`src/verilog/page_irq_defines.svh`:
```
// Purpose: offsets, reset values and field positions of the page interrupt unit
// Assumes: byte addresses on a 32-bit AXI4-Lite bus
// Notes:   definitions only
`ifndef PAGE_IRQ_DEFINES_SVH
`define PAGE_IRQ_DEFINES_SVH

`define PG_ADDR_W          8
`define PG_OFF_PEND_LOW    8'h58
`define PG_OFF_PEND_HIGH   8'h5C
`define PG_OFF_MASK_LOW    8'h60
`define PG_OFF_MASK_HIGH   8'h64

`define PG_PEND_RESET      32'h0000_0000
`define PG_MASK_RESET      32'h0FFF_FFFF

// page geometry of the lower half of the window
`define PG_PAGE_SHIFT      12
`define PG_PAGE_IDX_W      6
`define PG_PAGES           64
`define PG_VEC_W           32

`define PG_RESP_OKAY       2'b00
`define PG_RESP_SLVERR     2'b10

`endif

```
`src/verilog/page_irq_pkg.sv`:
```
// Purpose: types shared by the page interrupt unit
// Assumes: nothing beyond the defines header
// Notes:   carriers travel as packed structs
package page_irq_pkg;

  typedef logic [31:0] word_t;

  // one finished transfer through the upstream window
  typedef struct packed {
    logic  valid;
    logic  ok;
    word_t offset;
  } xfer_evt_t;

  typedef enum logic {
    MODE_FORWARD = 1'b0,
    MODE_REVERSE = 1'b1
  } bridge_mode_t;

  // secondary interface signalling
  typedef struct packed {
    logic inta_n;
    logic msg_assert;
    logic msg_deassert;
    logic msi_req;
  } sec_irq_t;

endpackage

```
`src/verilog/page_vector_bank.sv`:
```
// Purpose: one 32-page pending vector with its mask
// Assumes: set and clear vectors are one-cycle requests
// Notes:   a set in the same cycle as a clear wins
`timescale 1ns/1ps
`default_nettype none
`include "page_irq_defines.svh"
module page_vector_bank
  import page_irq_pkg::*;
(
  input  wire logic  clock,
  input  wire logic  rst_n,
  input  wire word_t set_bits,
  input  wire word_t clr_pend,
  input  wire word_t clr_mask,
  output var  word_t pending,
  output var  word_t mask
);

  word_t next_pending;
  word_t next_mask;

  always_comb begin
    next_pending = (pending & ~clr_pend) | set_bits;
    next_mask    = mask & ~clr_mask;
  end

  always_ff @(posedge clock) begin
    if (!rst_n) begin
      pending <= `PG_PEND_RESET;
      mask    <= `PG_MASK_RESET;
    end else begin
      pending <= next_pending;
      mask    <= next_mask;
    end
  end

  chk_set_wins: assert property (@(posedge clock) disable iff (!rst_n)
    (set_bits != '0) |=> ((pending & $past(set_bits)) == $past(set_bits)))
    else $error("set page bit not pending");

  chk_zero_keeps: assert property (@(posedge clock) disable iff (!rst_n)
    (set_bits == '0 && clr_pend == '0) |=> (pending == $past(pending)))
    else $error("pending changed without cause");

  chk_mask_only_clears: assert property (@(posedge clock) disable iff (!rst_n)
    1'b1 |=> ((mask & ~$past(mask)) == '0))
    else $error("mask bit rose after reset");

endmodule
`default_nettype wire

```
`src/verilog/page_boundary_irq_unit.sv`:
```
// Purpose: page boundary interrupt logic behind an AXI4-Lite register port
// Assumes: transfer events and mode straps synchronous to clock
// Notes:   one core clock, synchronous active-low reset
//
// The AXI4-Lite interface to the registers is this design's own decision.
`timescale 1ns/1ps
`default_nettype none
`include "page_irq_defines.svh"
module page_boundary_irq_unit
  import page_irq_pkg::*;
(
  input  wire logic                  clock,
  input  wire logic                  rst_n,
  // axi4-lite slave
  input  wire logic [`PG_ADDR_W-1:0] s_axi_awaddr,
  input  wire logic                  s_axi_awvalid,
  output var  logic                  s_axi_awready,
  input  wire word_t                 s_axi_wdata,
  input  wire logic [3:0]            s_axi_wstrb,
  input  wire logic                  s_axi_wvalid,
  output var  logic                  s_axi_wready,
  output var  logic [1:0]            s_axi_bresp,
  output var  logic                  s_axi_bvalid,
  input  wire logic                  s_axi_bready,
  input  wire logic [`PG_ADDR_W-1:0] s_axi_araddr,
  input  wire logic                  s_axi_arvalid,
  output var  logic                  s_axi_arready,
  output var  word_t                 s_axi_rdata,
  output var  logic [1:0]            s_axi_rresp,
  output var  logic                  s_axi_rvalid,
  input  wire logic                  s_axi_rready,
  // transfer completions and mode
  input  wire xfer_evt_t             xfer,
  input  wire bridge_mode_t          bridge_mode,
  input  wire logic                  msi_enable,
  // interrupt outputs
  output var  logic                  irq,
  output var  sec_irq_t              sec_irq
);

  // write channel state
  logic                  aw_held;
  logic [`PG_ADDR_W-1:0] aw_addr;
  logic                  w_held;
  word_t                 w_data;
  logic [3:0]            w_strb;
  logic                  next_aw_held;
  logic [`PG_ADDR_W-1:0] next_aw_addr;
  logic                  next_w_held;
  word_t                 next_w_data;
  logic [3:0]            next_w_strb;
  logic                  next_bvalid;
  logic [1:0]            next_bresp;
  // read channel state
  logic                  next_rvalid;
  word_t                 next_rdata;
  logic [1:0]            next_rresp;
  logic                  next_arready;
  // register effects
  logic                  wr_fire;
  word_t                 wr_bits;
  word_t                 clr_pend [2];
  word_t                 clr_mask [2];
  word_t                 set_bits [2];
  word_t                 pending  [2];
  word_t                 mask     [2];
  // event decode
  logic [`PG_PAGES-1:0]  page_hit;
  logic [`PG_PAGE_IDX_W-1:0] page_idx;
  logic                  in_lower_half;
  logic                  last_dword;
  logic                  evt_take;
  // interrupt state
  logic                  next_irq;
  sec_irq_t              next_sec_irq;
  logic                  irq_rise;
  logic                  irq_fall;

  // ---------------- write channel ----------------
  assign wr_fire = aw_held && w_held && !s_axi_bvalid;
  assign wr_bits = s_axi_wdata_mask(w_data, w_strb);

  function automatic word_t s_axi_wdata_mask(input word_t d, input logic [3:0] s);
    word_t m;
    m = {{8{s[3]}}, {8{s[2]}}, {8{s[1]}}, {8{s[0]}}};
    return d & m;
  endfunction

  always_comb begin
    next_aw_held = aw_held;
    next_aw_addr = aw_addr;
    next_w_held  = w_held;
    next_w_data  = w_data;
    next_w_strb  = w_strb;
    next_bvalid  = s_axi_bvalid;
    next_bresp   = s_axi_bresp;
    if (s_axi_awvalid && s_axi_awready) begin
      next_aw_held = 1'b1;
      next_aw_addr = s_axi_awaddr;
    end
    if (s_axi_wvalid && s_axi_wready) begin
      next_w_held = 1'b1;
      next_w_data = s_axi_wdata;
      next_w_strb = s_axi_wstrb;
    end
    if (wr_fire) begin
      next_aw_held = 1'b0;
      next_w_held  = 1'b0;
      next_bvalid  = 1'b1;
      unique case (aw_addr)
        `PG_OFF_PEND_LOW, `PG_OFF_PEND_HIGH,
        `PG_OFF_MASK_LOW, `PG_OFF_MASK_HIGH: next_bresp = `PG_RESP_OKAY;
        default:                             next_bresp = `PG_RESP_SLVERR;
      endcase
    end else if (s_axi_bvalid && s_axi_bready) begin
      next_bvalid = 1'b0;
    end
  end

  // write-one-to-clear decode
  always_comb begin
    clr_pend[0] = '0;
    clr_pend[1] = '0;
    clr_mask[0] = '0;
    clr_mask[1] = '0;
    if (wr_fire) begin
      unique case (aw_addr)
        `PG_OFF_PEND_LOW:  clr_pend[0] = wr_bits;
        `PG_OFF_PEND_HIGH: clr_pend[1] = wr_bits;
        `PG_OFF_MASK_LOW:  clr_mask[0] = wr_bits;
        `PG_OFF_MASK_HIGH: clr_mask[1] = wr_bits;
        default: begin
          clr_pend[0] = '0;
        end
      endcase
    end
  end

  always_ff @(posedge clock) begin
    if (!rst_n) begin
      aw_held       <= 1'b0;
      aw_addr       <= '0;
      w_held        <= 1'b0;
      w_data        <= '0;
      w_strb        <= 4'h0;
      s_axi_awready <= 1'b0;
      s_axi_wready  <= 1'b0;
      s_axi_bvalid  <= 1'b0;
      s_axi_bresp   <= `PG_RESP_OKAY;
    end else begin
      aw_held       <= next_aw_held;
      aw_addr       <= next_aw_addr;
      w_held        <= next_w_held;
      w_data        <= next_w_data;
      w_strb        <= next_w_strb;
      s_axi_awready <= !next_aw_held && !next_bvalid;
      s_axi_wready  <= !next_w_held && !next_bvalid;
      s_axi_bvalid  <= next_bvalid;
      s_axi_bresp   <= next_bresp;
    end
  end

  // ---------------- read channel ----------------
  always_comb begin
    next_rvalid  = s_axi_rvalid;
    next_rdata   = s_axi_rdata;
    next_rresp   = s_axi_rresp;
    next_arready = s_axi_arready;
    if (s_axi_arvalid && s_axi_arready) begin
      next_rvalid  = 1'b1;
      next_arready = 1'b0;
      next_rresp   = `PG_RESP_OKAY;
      unique case (s_axi_araddr)
        `PG_OFF_PEND_LOW:  next_rdata = pending[0];
        `PG_OFF_PEND_HIGH: next_rdata = pending[1];
        `PG_OFF_MASK_LOW:  next_rdata = mask[0];
        `PG_OFF_MASK_HIGH: next_rdata = mask[1];
        default: begin
          next_rdata = '0;
          next_rresp = `PG_RESP_SLVERR;
        end
      endcase
    end else if (s_axi_rvalid && s_axi_rready) begin
      next_rvalid  = 1'b0;
      next_arready = 1'b1;
    end
  end

  always_ff @(posedge clock) begin
    if (!rst_n) begin
      s_axi_arready <= 1'b0;
      s_axi_rvalid  <= 1'b0;
      s_axi_rdata   <= '0;
      s_axi_rresp   <= `PG_RESP_OKAY;
    end else begin
      s_axi_arready <= next_arready || (!next_rvalid && !s_axi_rvalid);
      s_axi_rvalid  <= next_rvalid;
      s_axi_rdata   <= next_rdata;
      s_axi_rresp   <= next_rresp;
    end
  end

  // ---------------- page boundary events ----------------
  assign page_idx      = xfer.offset[`PG_PAGE_SHIFT +: `PG_PAGE_IDX_W];
  assign in_lower_half = (xfer.offset[31:`PG_PAGE_SHIFT+`PG_PAGE_IDX_W] == '0);
  assign last_dword    = &xfer.offset[`PG_PAGE_SHIFT-1:2];
  assign evt_take      = xfer.valid && xfer.ok && in_lower_half && last_dword;

  for (genvar i = 0; i < `PG_PAGES; i++) begin : g_page
    localparam logic [`PG_PAGE_IDX_W-1:0] page_num = `PG_PAGE_IDX_W'(i);
    assign page_hit[i] = evt_take && (page_idx == page_num);
  end

  assign set_bits[0] = page_hit[`PG_VEC_W-1:0];
  assign set_bits[1] = page_hit[`PG_PAGES-1:`PG_VEC_W];

  for (genvar v = 0; v < 2; v++) begin : g_vec
    page_vector_bank u_bank (
      .clock    (clock),
      .rst_n    (rst_n),
      .set_bits (set_bits[v]),
      .clr_pend (clr_pend[v]),
      .clr_mask (clr_mask[v]),
      .pending  (pending[v]),
      .mask     (mask[v])
    );
  end

  // ---------------- interrupt signalling ----------------
  always_comb begin
    next_irq = |(pending[0] & ~mask[0]) || |(pending[1] & ~mask[1]);
  end

  assign irq_rise = next_irq && !irq;
  assign irq_fall = !next_irq && irq;

  always_comb begin
    next_sec_irq              = '0;
    next_sec_irq.inta_n       = 1'b1;
    next_sec_irq.msi_req      = msi_enable && irq_rise;
    if (!msi_enable) begin
      unique case (bridge_mode)
        MODE_FORWARD: next_sec_irq.inta_n = !next_irq;
        MODE_REVERSE: begin
          next_sec_irq.msg_assert   = irq_rise;
          next_sec_irq.msg_deassert = irq_fall;
        end
      endcase
    end
  end

  always_ff @(posedge clock) begin
    if (!rst_n) begin
      irq     <= 1'b0;
      sec_irq <= '{inta_n: 1'b1, msg_assert: 1'b0, msg_deassert: 1'b0, msi_req: 1'b0};
    end else begin
      irq     <= next_irq;
      sec_irq <= next_sec_irq;
    end
  end

  // ---------------- checks ----------------
  chk_low_page_map: assert property (@(posedge clock) disable iff (!rst_n)
    (evt_take && page_idx < 6'd32)
      |=> pending[0][$past(page_idx[4:0])])
    else $error("low page event lost");

  chk_high_page_map: assert property (@(posedge clock) disable iff (!rst_n)
    (evt_take && page_idx >= 6'd32)
      |=> pending[1][$past(page_idx[4:0])])
    else $error("high page event lost");

  chk_not_last_dw: assert property (@(posedge clock) disable iff (!rst_n)
    (xfer.valid && !last_dword) |-> (page_hit == '0))
    else $error("page hit without last doubleword");

  chk_irq_follows: assert property (@(posedge clock) disable iff (!rst_n)
    ((|(pending[0] & ~mask[0])) || (|(pending[1] & ~mask[1]))) |=> irq)
    else $error("unmasked pending without request");

  chk_forward_line: assert property (@(posedge clock) disable iff (!rst_n)
    (bridge_mode == MODE_FORWARD && !msi_enable) |=> (sec_irq.inta_n == !$past(next_irq)))
    else $error("forward line does not track request");

  chk_reverse_msg: assert property (@(posedge clock) disable iff (!rst_n)
    (bridge_mode == MODE_REVERSE && !msi_enable && $rose(next_irq))
      |=> (sec_irq.msg_assert && sec_irq.inta_n))
    else $error("reverse assert message missing");

  chk_w1c_clears: assert property (@(posedge clock) disable iff (!rst_n)
    (wr_fire && aw_addr == `PG_OFF_PEND_LOW && set_bits[0] == '0)
      |=> ((pending[0] & $past(wr_bits)) == '0))
    else $error("write one did not clear pending");

  chk_masked_quiet: assert property (@(posedge clock) disable iff (!rst_n)
    ((pending[0] | pending[1]) != '0 && (pending[0] & ~mask[0]) == '0
      && (pending[1] & ~mask[1]) == '0) |=> !irq)
    else $error("request while pending bits masked");

  chk_irq_drops: assert property (@(posedge clock) disable iff (!rst_n)
    (!(|(pending[0] & ~mask[0])) && !(|(pending[1] & ~mask[1])))
      |=> (!irq && !sec_irq.msi_req))
    else $error("request held with nothing unmasked");

  chk_fail_ignored: assert property (@(posedge clock) disable iff (!rst_n)
    (xfer.valid && !xfer.ok) |-> (page_hit == '0))
    else $error("page hit from failed transfer");

  chk_upper_ignored: assert property (@(posedge clock) disable iff (!rst_n)
    (xfer.valid && !in_lower_half) |-> (page_hit == '0))
    else $error("page hit outside lower half");

  chk_mask_w1c: assert property (@(posedge clock) disable iff (!rst_n)
    (wr_fire && aw_addr == `PG_OFF_MASK_LOW)
      |=> ((mask[0] & $past(wr_bits)) == '0))
    else $error("write one did not clear mask");

  chk_msi_single: assert property (@(posedge clock) disable iff (!rst_n)
    sec_irq.msi_req |=> !sec_irq.msi_req)
    else $error("msi request longer than one cycle");

  chk_line_idle: assert property (@(posedge clock) disable iff (!rst_n)
    (bridge_mode == MODE_REVERSE || msi_enable) |=> sec_irq.inta_n)
    else $error("interrupt line driven outside forward line mode");

  chk_rdata_holds: assert property (@(posedge clock) disable iff (!rst_n)
    (s_axi_rvalid && !s_axi_rready)
      |=> (s_axi_rvalid && $stable(s_axi_rdata) && $stable(s_axi_rresp)))
    else $error("read data changed before taken");

  chk_bresp_once: assert property (@(posedge clock) disable iff (!rst_n)
    (s_axi_bvalid && !s_axi_bready) |=> s_axi_bvalid)
    else $error("write response dropped early");

endmodule
`default_nettype wire

```
`config.mk`:
```
export PLATFORM = sky130hd
export DESIGN_NAME = page_boundary_irq_unit
export DESIGN_NICKNAME = d
export VERILOG_FILES = /design/src/verilog/page_irq_pkg.sv /design/src/verilog/page_vector_bank.sv /design/src/verilog/page_boundary_irq_unit.sv
export VERILOG_INCLUDE_DIRS = /design/src /design/src/verilog
export SDC_FILE = /design/constraint.sdc
export NUM_CORES = 1
export LEC_CHECK = 0
export CAP_MARGIN = 5
export CORE_MARGIN = 8
export CORE_UTILIZATION = 63
export DETAILED_ROUTE_END_ITERATION = 8
export DONT_BUFFER_PORTS = 1
export PLACE_DENSITY = 0.79
export SLEW_MARGIN = 10
export SYNTH_ARGS = -nofsm -noshare
export SYNTH_HDL_FRONTEND = slang
export SYNTH_SLANG_ARGS = --single-unit
export TNS_END_PERCENT = 20
```
`constraint.sdc`:
```
create_clock -name clock -period 2.2 [get_ports clock]
set_input_delay 0.44 -clock clock [delete_from_list [all_inputs] [get_ports clock]]
set_output_delay 0.44 -clock clock [all_outputs]
set_load 0.1 [all_outputs]
```
==> impl_results.md, run 1 <==
- Clock skew: 0.00902 ns
- Global-route wire length before repair: 40.2 mm
- Reg2Reg Depth: 6
- Post-Route Setup TNS: 0 ns
- Switching Fraction: 0.213
- Post-Synthesis Cells: 1072
- Hold Path End: sec_irq[3]$_SDFF_PP1_
- Post-synth cell types: 42
- Worst-Margin Slew: 0.814 ns
- DR pass1 iterations: 7
- CP Launch Type: register
- Cell taking the most area after synthesis: dfxtp_1
- Latest clock arrival within the worst-skew pair: 0.50 ns
- Worst hold path type: in2reg
- Sink Count: 218
- Worst slew margin: 0.453
- Largest fanout on the critical path: 32
- I/O Buffers: 0
- Aggregate routed wire length: 25.7 mm
- Bufs on Longest Clock Path: 3
- Layout filler cell count: 1098
- Clock power frac: 0.470
- Cts repair resizes: 0
- Via density: 6.20
- Synth top area share: 0.476
- Number of global-route vias before repair: 7602
- Yosys synthesis warning count: 0
- Area of the multi-input gates: 4430 um^2
- ANT cells: 0
- Hpwl dp: 17.1 mm
- Drt first-iter violations: 1001
- Synthesized area per cell: 8.56 um^2
- Root Driver: clkbuf_16
- CP Data Required Time: 2.57 ns
- Worst hold stages: 1
- Initial antenna violation count: 0
- RR Endpoint: g_vec[0].u_bank.pending[21]$_SDFF_PN0_
- Post-cts hold buffer count: 0
- Total die area: 18700 um^2
- IO Pins: 141
- Reg-to-Reg Start: aw_addr[0]$_SDFFE_PN0P_
- Hold Path Origin: rst_n
- Max Clk Rate: 516 MHz
- Row count: 44
- Tot GR Track Use: 0.270
- H-tree depth: 1
- Layout Utilization: 0.729
- Final Slew Violations: 0
- Static Leakage: 0.00373 uW
- CTS tree: done
- Switching pwr: 1740 uW
- Minimum clock period: 1.94 ns
- Clock transition at path regs: 0.06 ns
- Combinational share of power: 0.036
- Die X: 137 um
- Wirelength per Cell: 19.9 um
- CP arrival: 2.31 ns
- Largest net degree at the start of global routing: 186
- Post-Synthesis Cell Area: 9170 um^2
- Register area share after synthesis: 0.476
- Die extent in y: 137 um
- Final cycle utilization of the critical path: 0.880
- Max cap viols: 0
- RePlAce Congestion: 0.910
- Critical Path Start: aw_addr[0]$_SDFFE_PN0P_
- Crit path kind: reg2reg
- Power Internal: 6420 uW
- Setup Viol. Count Final: 0
- Area added between synthesis and finish: 14.3%
- Crit end category: register
- Final Hold Viols: 0
- DRC viols: 0
- Post-layout nets: 1191
- Sequential fraction of design power: 0.494
- Initial core utilization: 0.638
- Via count: 8021
- Synth top area cells: dfxtp_1, nand2_1, a21boi_1
- Unrepaired setup endpoints after global routing: false
- Status: finished, final reports clean
- Gr ovfl total: 0
- Worst IR Drop VDD: 715 uV
- Post-CTS Setup Inserts: 0
- Synth Register Bits: 218
- Num CTS Buffers: 22
- Core Region: 14400 um^2
- Final antenna-violating net count: 0
- Register area: 4360 um^2
- Share of post-route cells with drive strength above 1: 0.108
- Reg-to-reg slack, setup: 0.26 ns
- Cell area power density: 778 nW/um^2
-- layout by cell type (no fill, tap or decap), drive strengths merged, types with 21 or more instances in the layout --
cell type  netlist  final
a21o            21     21
dfxtp          218    218
a22oi           42     42
a21boi         110    110
o21ai          132    132
a21oi           23     23
clkbuf          43     29
nand2b          56     56
buf             26     68
nand2          263    263
-- cell type report --
cell class | instances | share of cell area
inverter | 19 | 0.00681
sequential | 218 | 0.416
multi-input combinational | 767 | 0.423
timing repair buffer | 68 | 0.0618
tap | 184 | 0.0220
clock buffer | 29 | 0.0590
clock inverter | 9 | 0.0115
-- worst max-delay path by stage --
stage	end	slack [ns]
final	g_vec[0].u_bank.pending[21]$_SDFF_PN0_	0.26
after global routing	g_vec[1].u_bank.pending[20]$_SDFF_PN0_	0.18
after CTS	g_vec[0].u_bank.pending[21]$_SDFF_PN0_	0.27
after detailed placement	s_axi_rdata[12]$_SDFFE_PN0P_	0.1
after global placement	s_axi_rdata[22]$_SDFFE_PN0P_	0.16
after floorplan	w_data[0]$_SDFFE_PN0P_	0.19
-- worst max-delay path, cell delays in order, from the launching register on --
cell	delay [ns]
dfxtp_1	0.31
or4b_4	0.56
nor3_2	0.24
nand2b_1	0.08
buf_4	0.26
o21ai_0	0.25
a21boi_1	0.11
-- per-stage QoR --
step | cells | hold WS [ns] | setup WS, ns | cell area [um^2] | power, uW
2_1_floorplan | 1073 | 0.436 | 0.186 | 9180 | 4380
5_1_grt | 1294 | 0.0149 | 0.179 | 10500 | 8370
3_5_place_dp | 1256 | 0.441 | 0.0985 | 9740 | 4410
6_report | 1294 | 0.0368 | 0.263 | 10500 | 8160
4_1_cts | 1294 | 0.00339 | 0.267 | 10500 | 8180
3_3_place_gp | 1256 | 0.436 | 0.159 | 9740 | 4400
-- sequential cells by signal (all words and copies together), names as in the netlist --
signal / cells
irq: 1
w_held: 1
g_vec.u_bank.pending: 64
w_strb: 4
s_axi_awready: 1
aw_addr: 8
s_axi_bresp: 1
w_data: 32
s_axi_bvalid: 1
s_axi_arready: 1
s_axi_wready: 1
s_axi_rresp: 1
s_axi_rvalid: 1
g_vec.u_bank.mask: 64
aw_held: 1
s_axi_rdata: 32
sec_irq: 4
-- logic make-up after synthesis --
family / Yosys count / share of synthesized area
other: 1 / 0.000409
buffers and inverters: 88 / 0.0426
and+or+nand+nor: 390 / 0.209
AOI/OAI and AO/OA: 375 / 0.272
DFF: 218 / 0.476
-- Yosys cell counts, drive strengths merged --
master and instances:
nor4 11, inv 19, o21a 1, nor2b 2
nor3 14, and2 9, a21boi 110, nand4 4
o21ai 132, nand3 2, buf 26, nand2 263
conb 1, a221oi 11, clkbuf 43, o211a 8
nand4b 1, nor2 17, nand3b 2, nor4b 1
nand2b 56, a21oi 23, and3b 1, a21o 21
o2111ai 16, a22oi 42, dfxtp 218, or3b 1
and4b 3, a22o 11, or4b 3
-- power groups by stage --
stage / Clock, uW / Sequential [uW] / Combinational [uW]
after floorplan: 0 / 4170 / 213
after global placement: 0 / 4110 / 289
after detailed placement: 0 / 4110 / 293
after CTS: 3860 / 4030 / 295
after global routing: 4020 / 4030 / 316
final: 3840 / 4030 / 294
-- routing by layer --
| metal | up-vias | part of all wire | wire length (um) | global-route usage |
|---|---|---|---|---|
| met5 | - | 0 | 0 | 0 |
| met4 | 0 | 0.027 | 687 | 0.0940 |
| met3 | 57 | 0.096 | 2480 | 0.0569 |
| met2 | 398 | 0.47 | 12000 | 0.432 |
| met1 | 3782 | 0.41 | 10600 | 0.353 |
| li1 | 3784 | - | - | - |
No activity file was read; power rests on OpenSTA's default activity.
==> run 2, diff against run 1 <==
--- a/config.mk
+++ b/config.mk
@@ -12,6 +12,7 @@
 export DETAILED_ROUTE_END_ITERATION = 8
 export DONT_BUFFER_PORTS = 1
 export PLACE_DENSITY = 0.79
+export RECOVER_POWER = 50
 export SLEW_MARGIN = 10
 export SYNTH_ARGS = -nofsm -noshare
 export SYNTH_HDL_FRONTEND = slang
==> run 2 against run 1 <==
  * Clock skew up 0.0025 ns
  * Largest power group unchanged
  * Critical endpoint is now g_vec[1].u_bank.pending[21]$_SDFF_PN0_
  * Largest cell class unchanged
  * Critical path depth is the same
  * Register-to-register slack about the same
==> impl_results.md, run 2 (synthesized netlist as in run 1, its figures left out) <==
- Crit path kind: reg2reg
- Worst-Margin Slew: 0.822 ns (+0.00852 ns)
- Clock skew: 0.0115 ns (+0.00250 ns)
- Die extent in y: 137 um (unchanged)
- Clock transition at path regs: 0.06 ns (about the same)
- Largest fanout on the critical path: 32 (unchanged)
- DRC viols: 0 (unchanged)
- CP cell instances: or4b_4 -> nor3_2 -> nand2_1 -> buf_4 -> o21ai_0 -> a21boi_1
- I/O Buffers: 0 (unchanged)
- Area added between synthesis and finish: 12.8%
- Buf/Inv on CP: 1 (unchanged)
- CTS tree: done
- Layout filler cell count: 1120 (+2.0%)
- Gr busiest metal: met2
- Die X: 137 um (unchanged)
- Bufs on Longest Clock Path: 3 (unchanged)
- Gr ovfl total: 0 (unchanged)
- Aggregate routed wire length: 25.7 mm (about the same)
- Tot GR Track Use: 0.270 (unchanged)
- Final Slew Violations: 0 (unchanged)
- CP Launch Type: register
- Worst path slowest cell: or4b_4
- Root Driver: clkbuf_16
- Wirelength per Cell: 19.9 um (about the same)
- Share of post-route cells with drive strength above 1: 0.106 (-0.00180)
- Setup Viol. Count Final: 0 (unchanged)
- Sink Count: 218 (unchanged)
- Total die area: 18700 um^2 (unchanged)
- CP arrival: 2.31 ns (about the same)
- Max Clk Rate: 519 MHz (+0.56%)
- Max cap viols: 0 (unchanged)
- Hpwl dp: 17.1 mm (unchanged)
- Worst hold path type: in2reg
- Via density: 6.21 (+0.13%)
- Post-CTS Setup Inserts: 0 (unchanged)
- CP max stage delay: 0.56 ns (about the same)
- Status: finished, final reports clean
- CP Data Required Time: 2.58 ns (about the same)
- Initial antenna violation count: 0 (unchanged)
- Post-Route Setup TNS: 0 ns (unchanged)
- IO Pins: 141 (unchanged)
- Static Leakage: 0.00368 uW (-1.2%)
- Worst slew margin: 0.448 (-0.00572)
- Drt first-iter violations: 913 (-8.8%)
- Unrepaired setup endpoints after global routing: false
- Post-layout nets: 1191 (unchanged)
- Worst IR Drop VDD: 716 uV (about the same)
- Num CTS Buffers: 22 (unchanged)
- Final Hold Viols: 0 (unchanged)
- Final cycle utilization of the critical path: 0.875 (-0.00486)
- Post-cts hold buffer count: 0 (unchanged)
- Cts repair resizes: 0 (unchanged)
- RePlAce Congestion: 0.910 (unchanged)
- Top delay family on crit path: simple AND/OR/NAND/NOR gates
- Most common cell after layout, fill and taps aside: nand2_1
- Number of global-route vias before repair: 7602 (unchanged)
- Core Region: 14400 um^2 (unchanged)
- Minimum clock period: 1.93 ns (-0.0107 ns)
- Initial core utilization: 0.638 (unchanged)
- Most frequent cells in the layout: nand2_1, dfxtp_1, o21ai_0
- Via count: 8038 (+0.21%)
- Biggest regs: g_vec.u_bank.mask x64, g_vec.u_bank.pending x64
- Final antenna-violating net count: 0 (unchanged)
- Crit end category: register
- M3 GR Usage: 0.0569 (unchanged)
- GR Layer Usage met2: 0.432 (unchanged)
- Cell area power density: 788 nW/um^2 (+1.2%)
- Latest clock arrival within the worst-skew pair: 0.50 ns (about the same)
- Global-route wire length before repair: 40.2 mm (unchanged)
- Row count: 44 (unchanged)
- DR pass1 iterations: 6 (-1)
- Met1 Resource Use GR: 0.353 (unchanged)
- Layout Utilization: 0.720 (-0.00940)
- Largest net degree at the start of global routing: 186 (unchanged)
- H-tree depth: 1 (unchanged)
## run 2: metal layers
layer  vias up  part of all wire
li1       3793                 -
met1      3766              0.41
met2       421              0.46
met3        58              0.10
met4         0             0.027
met5         -                 0
## run 2: per-stage QoR
stage	setup slack, ns	cells	power [uW]	cell area, um^2	hold slack (ns)
floorplan	0.186	1073	4380	9180	0.436
global placement	0.159	1256	4400	9740	0.436
detailed placement	0.0985	1256	4410	9740	0.441
CTS	0.267	1294	8180	10500	0.00339
global route	0.118	1294	8360	10300	0.0149
finish	0.274	1295	8150	10300	0.0316
## run 2: area by class of cell
type,count,area [um^2],area share
inverters,19,71.3,0.00689
well taps,184,230,0.0223
multi-input cells,767,4410,0.427
clock buffers,29,618,0.0597
flip-flops and latches,218,4360,0.422
repair buffers,68,526,0.0508
clock inverters,9,120,0.0116
diodes,1,2.50,0.000242
## run 2: worst paths after layout
kind | from | end | slack, ns | cells after the start
worst max-delay path | aw_addr[0]$_SDFFE_PN0P_ | g_vec[1].u_bank.pending[21]$_SDFF_PN0_ | 0.27 | 6
worst min-delay path | rst_n | g_vec[1].u_bank.mask[5]$_SDFF_PN1_ | 0.03 | 1
worst max register to register | aw_addr[0]$_SDFFE_PN0P_ | g_vec[1].u_bank.pending[21]$_SDFF_PN0_ | 0.27 | 6
worst min register to register | s_axi_rdata[10]$_SDFFE_PN0P_ | s_axi_rdata[10]$_SDFFE_PN0P_ | 0.45 | 2
## run 2: where the power goes
part / leakage [uW] / internal [uW] / switching, uW
registers: 0.00176 / 4000 / 28.5
clock network: 0.000368 / 2320 / 1520
logic: 0.00155 / 87.6 / 196
total: 0.00368 / 6410 / 1740
==> run 3, diff against run 2 <==
--- a/config.mk
+++ b/config.mk
@@ -16,5 +16,6 @@
 export SLEW_MARGIN = 10
 export SYNTH_ARGS = -nofsm -noshare
 export SYNTH_HDL_FRONTEND = slang
+export SYNTH_HIERARCHICAL = 1
 export SYNTH_SLANG_ARGS = --single-unit
 export TNS_END_PERCENT = 20
==> run 3 against run 2 <==
  * Utilization fell by 0.73 points
  * Critical endpoint is now g_vec[0].u_bank/mask[10]$_SDFF_PN1_
  * Die area grew 8.2%
  * Highest routed layer unchanged
  * Largest cell class unchanged
  * Sequential power is essentially flat
  * Cell count increased by 12%
  * Total power barely moved
  * Critical path type unchanged
  * Clock skew shrank 0.0013 ns
  * Maximum frequency decreased by 12%
  * Combinational power is 5% higher
  * Hold slack better by 0.0043 ns
==> impl_results.md, run 3 <==
- Crit path kind: reg2reg
- Largest net degree at the start of global routing: 186 (unchanged)
- Reg-to-reg slack, setup: 0.002 ns (-0.27 ns)
- Post-synth cell types: 37 (-12%)
- Post-Synthesis Cell Area: 10000 um^2 (+9.3%)
- Most frequent cell after synthesis: dfxtp_1
- Final Hold Viols: 0 (unchanged)
- DR pass1 iterations: 6 (unchanged)
- ANT cells: 0 (-1)
- Predominant post-synthesis flop cell: dfxtp_1
- Die X: 142 um (+4.0%)
- Global-route wire length before repair: 42.6 mm (+5.9%)
- M3 GR Usage: 0.0533 (-0.00356)
- Unrepaired setup endpoints after global routing: true
- Post-cts hold buffer count: 0 (unchanged)
- Synthesized area per cell: 8.30 um^2 (-3.0%)
- Share of post-route cells with drive strength above 1: 0.108 (+0.00202)
- Area added between synthesis and finish: 11.7%
- IO Pins: 141 (unchanged)
- Status: finished, final reports clean
- Minimum clock period: 2.20 ns (+0.272 ns)
- Commonest cells in the netlist: dfxtp_1, nor2_1, nand2_1
- Sink Count: 218 (unchanged)
- Number of global-route vias before repair: 8155 (+7.3%)
- Cell taking the most area after synthesis: dfxtp_1
- Core Region: 15700 um^2 (+9.4%)
- Cell area power density: 727 nW/um^2 (-7.7%)
- Via count: 8444 (+5.1%)
- Hold Path End: sec_irq[3]$_SDFF_PP1_
- Yosys synthesis warning count: 6 (+6)
- Reg-to-Reg Start: aw_addr[0]$_SDFFE_PN0P_
- Sequential fraction of design power: 0.494 (about the same)
- Gr busiest metal: met2
- Worst hold stages: 1 (unchanged)
- Wirelength per Cell: 18.9 um (-5.0%)
- Synth top area cells: dfxtp_1, nor2_1, mux2i_1
- H-tree depth: 1 (unchanged)
- Post-Synthesis Cells: 1208 (+13%)
- Final cycle utilization of the critical path: 0.999 (+0.124)
- Worst IR Drop VDD: 693 uV (-3.2%)
- Clock transition at path regs: 0.06 ns (about the same)
- Bufs on Longest Clock Path: 3 (unchanged)
- Reg2Reg Depth: 6 (unchanged)
- CP Data Required Time: 2.57 ns (about the same)
- Area of the multi-input gates: 4940 um^2 (+12%)
- Hpwl dp: 17.7 mm (+3.6%)
- CP cell instances: or4b_4 -> or4b_4 -> or2_4 -> buf_8 -> nor2_2 -> o21ai_0
- Synth top area share: 0.435 (-0.0404)
- Most common cell after layout, fill and taps aside: dfxtp_1
- Buf/Inv on CP: 1 (unchanged)
- Post-route cell area: 11200 um^2 (+8.2%)
- Hold Slack: 0.0359 ns (+0.00430 ns)
- Via density: 5.81 (-6.4%)
- Synth Register Bits: 218 (unchanged)
- Final Slew Violations: 0 (unchanged)
- Worst-Margin Slew: 1.20 ns (+0.377 ns)
- Worst hold path type: in2reg
- Met1 Resource Use GR: 0.344 (-0.00880)
- Latest clock arrival within the worst-skew pair: 0.51 ns (about the same)
- RePlAce Congestion: 0.884 (-2.9%)
- Final antenna-violating net count: 0 (unchanged)
- Max Clk Rate: 455 MHz (-12%)
- Setup Viol. Count Final: 0 (unchanged)
- Static Leakage: 0.00464 uW (+26%)
- Switching pwr: 1760 uW (+1.1%)
- Clock skew: 0.0102 ns (-0.00129 ns)
- Die extent in y: 142 um (+4.0%)
- Row count: 46 (+4.5%)
- Initial antenna violation count: 0 (unchanged)
- Register area share after synthesis: 0.435 (-0.0404)
- Most frequent cells in the layout: dfxtp_1, nor2_1, nand2_1
- CTS tree: done
- CP max stage delay: 0.53 ns (-0.03 ns)
- Ys async rst share: 0 (unchanged)
- RR Endpoint: g_vec[0].u_bank/mask[10]$_SDFF_PN1_
- Post-synth EDFFs: 0 (unchanged)
- Crit end category: register
- CP Launch Type: register
- Num CTS Buffers: 23 (+4.5%)
- Top delay family on crit path: simple AND/OR/NAND/NOR gates
- Biggest regs: g_vec.u_bank/mask x64, g_vec.u_bank/pending x64
- Drt first-iter violations: 1013 (+11%)
- Most common cell on crit path: or4b_4
- Clock power frac: 0.469 (-0.002)
- Gr ovfl total: 0 (unchanged)
- DRC viols: 0 (unchanged)
- Register area: 4370 um^2 (about the same)
- Post-layout nets: 1318 (+11%)
- Max cap viols: 0 (unchanged)
- Tot GR Track Use: 0.264 (-0.00600)
- Cell Area, Placed: 10400 um^2 (+6.7%)
- Hold Path Origin: rst_n
- Root Driver: clkbuf_16
- GR Layer Usage met2: 0.419 (-0.0130)
- Worst path slowest cell: or4b_4
- Total die area: 20200 um^2 (+8.2%)
- Initial core utilization: 0.638 (about the same)
- CP arrival: 2.56 ns (+0.25 ns)
- Switching Fraction: 0.216 (+0.00245)
- Stages on the worst setup path: 6 (unchanged)
- Post-Route Setup TNS: 0 ns (unchanged)
- Layout Utilization: 0.713 (-0.00726)
- I/O Buffers: 0 (unchanged)
- Layout filler cell count: 1204 (+7.5%)
- Aggregate routed wire length: 27.5 mm (+6.6%)
- Worst slew margin: 0.200 (-0.247)
- Combinational share of power: 0.036 (about the same)
- Largest fanout on the critical path: 15 (-53%)
- Power Internal: 6380 uW (-0.35%)
run 3: cell types whose count changed after synthesis, sizes merged, moves of 42 or more:
| cell | previous run | this run |
|---|---|---|
| a21boi | 110 | 47 |
| a22oi | 42 | 0 |
| inv | 19 | 74 |
| mux2i | 0 | 64 |
| nand2 | 263 | 150 |
| nor2 | 17 | 204 |
| nor2b | 2 | 67 |
| o21a | 1 | 66 |
| o21ai | 132 | 57 |
run 3: logic make-up (layout without fill, tap and decap cells):
kind of cell,Yosys count,after routing,share of synthesized area
AO/OA/AOI/OAI,250,250,0.175
buffers and inverters,149,177,0.0734
flip-flops,218,218,0.435
multiplexers,64,64,0.0639
other,1,2,0.000374
AND/OR/NAND/NOR,526,526,0.252
run 3: timing repair:
action	4_1_cts	5_1_grt
pin swaps	0	3
setup buffers	0	0
resized for setup	4	5
cloned	0	2
endpoints found under the setup margin	20	6
run 3: how the worst max path moves through the flow:
stage	start	end	slack (ns)
floorplan	aw_addr[7]$_SDFFE_PN0P_	g_vec[0].u_bank/mask[28]$_SDFF_PN0_	0.04
global placement	aw_addr[7]$_SDFFE_PN0P_	g_vec[0].u_bank/mask[0]$_SDFF_PN1_	-0.03
detailed placement	aw_addr[7]$_SDFFE_PN0P_	g_vec[0].u_bank/mask[10]$_SDFF_PN1_	-0.09
CTS	aw_addr[7]$_SDFFE_PN0P_	g_vec[0].u_bank/mask[31]$_SDFF_PN0_	0.007
global route	aw_addr[0]$_SDFFE_PN0P_	g_vec[0].u_bank/mask[3]$_SDFF_PN1_	-0.02
finish	aw_addr[0]$_SDFFE_PN0P_	g_vec[0].u_bank/mask[10]$_SDFF_PN1_	0.002
run 3: cell type report:
type                    count  area share
repair buffers             64      0.0542
well taps                 216      0.0241
flip-flops and latches    218       0.390
inverters                  74      0.0248
multi-input cells         842       0.442
clock inverters             5     0.00670
clock buffers              34      0.0587
run 3: through the flow:
stage / setup slack, ns / total power [uW] / instances
after CTS: 0.00685 / 8180 / 1451
final: 0.00246 / 8150 / 1453
after global routing: -0.0199 / 8380 / 1453
after detailed placement: -0.0853 / 4410 / 1412
after global placement: -0.0294 / 4400 / 1412
after floorplan: 0.0444 / 4430 / 1209
run 3: power by group through the flow:
stage / registers (uW) / logic [uW] / clock network [uW]
after floorplan: 4170 / 263 / 0
after detailed placement: 4110 / 295 / 0
after global placement: 4110 / 291 / 0
after global routing: 4030 / 320 / 4030
final: 4030 / 297 / 3820
after CTS: 4020 / 297 / 3860
run 3: layer usage:
layer | vias up | routed length [um]
met5 | - | 0
met3 | 60 | 2750
li1 | 4027 | -
met2 | 409 | 12300
met4 | 0 | 911
met1 | 3948 | 11500
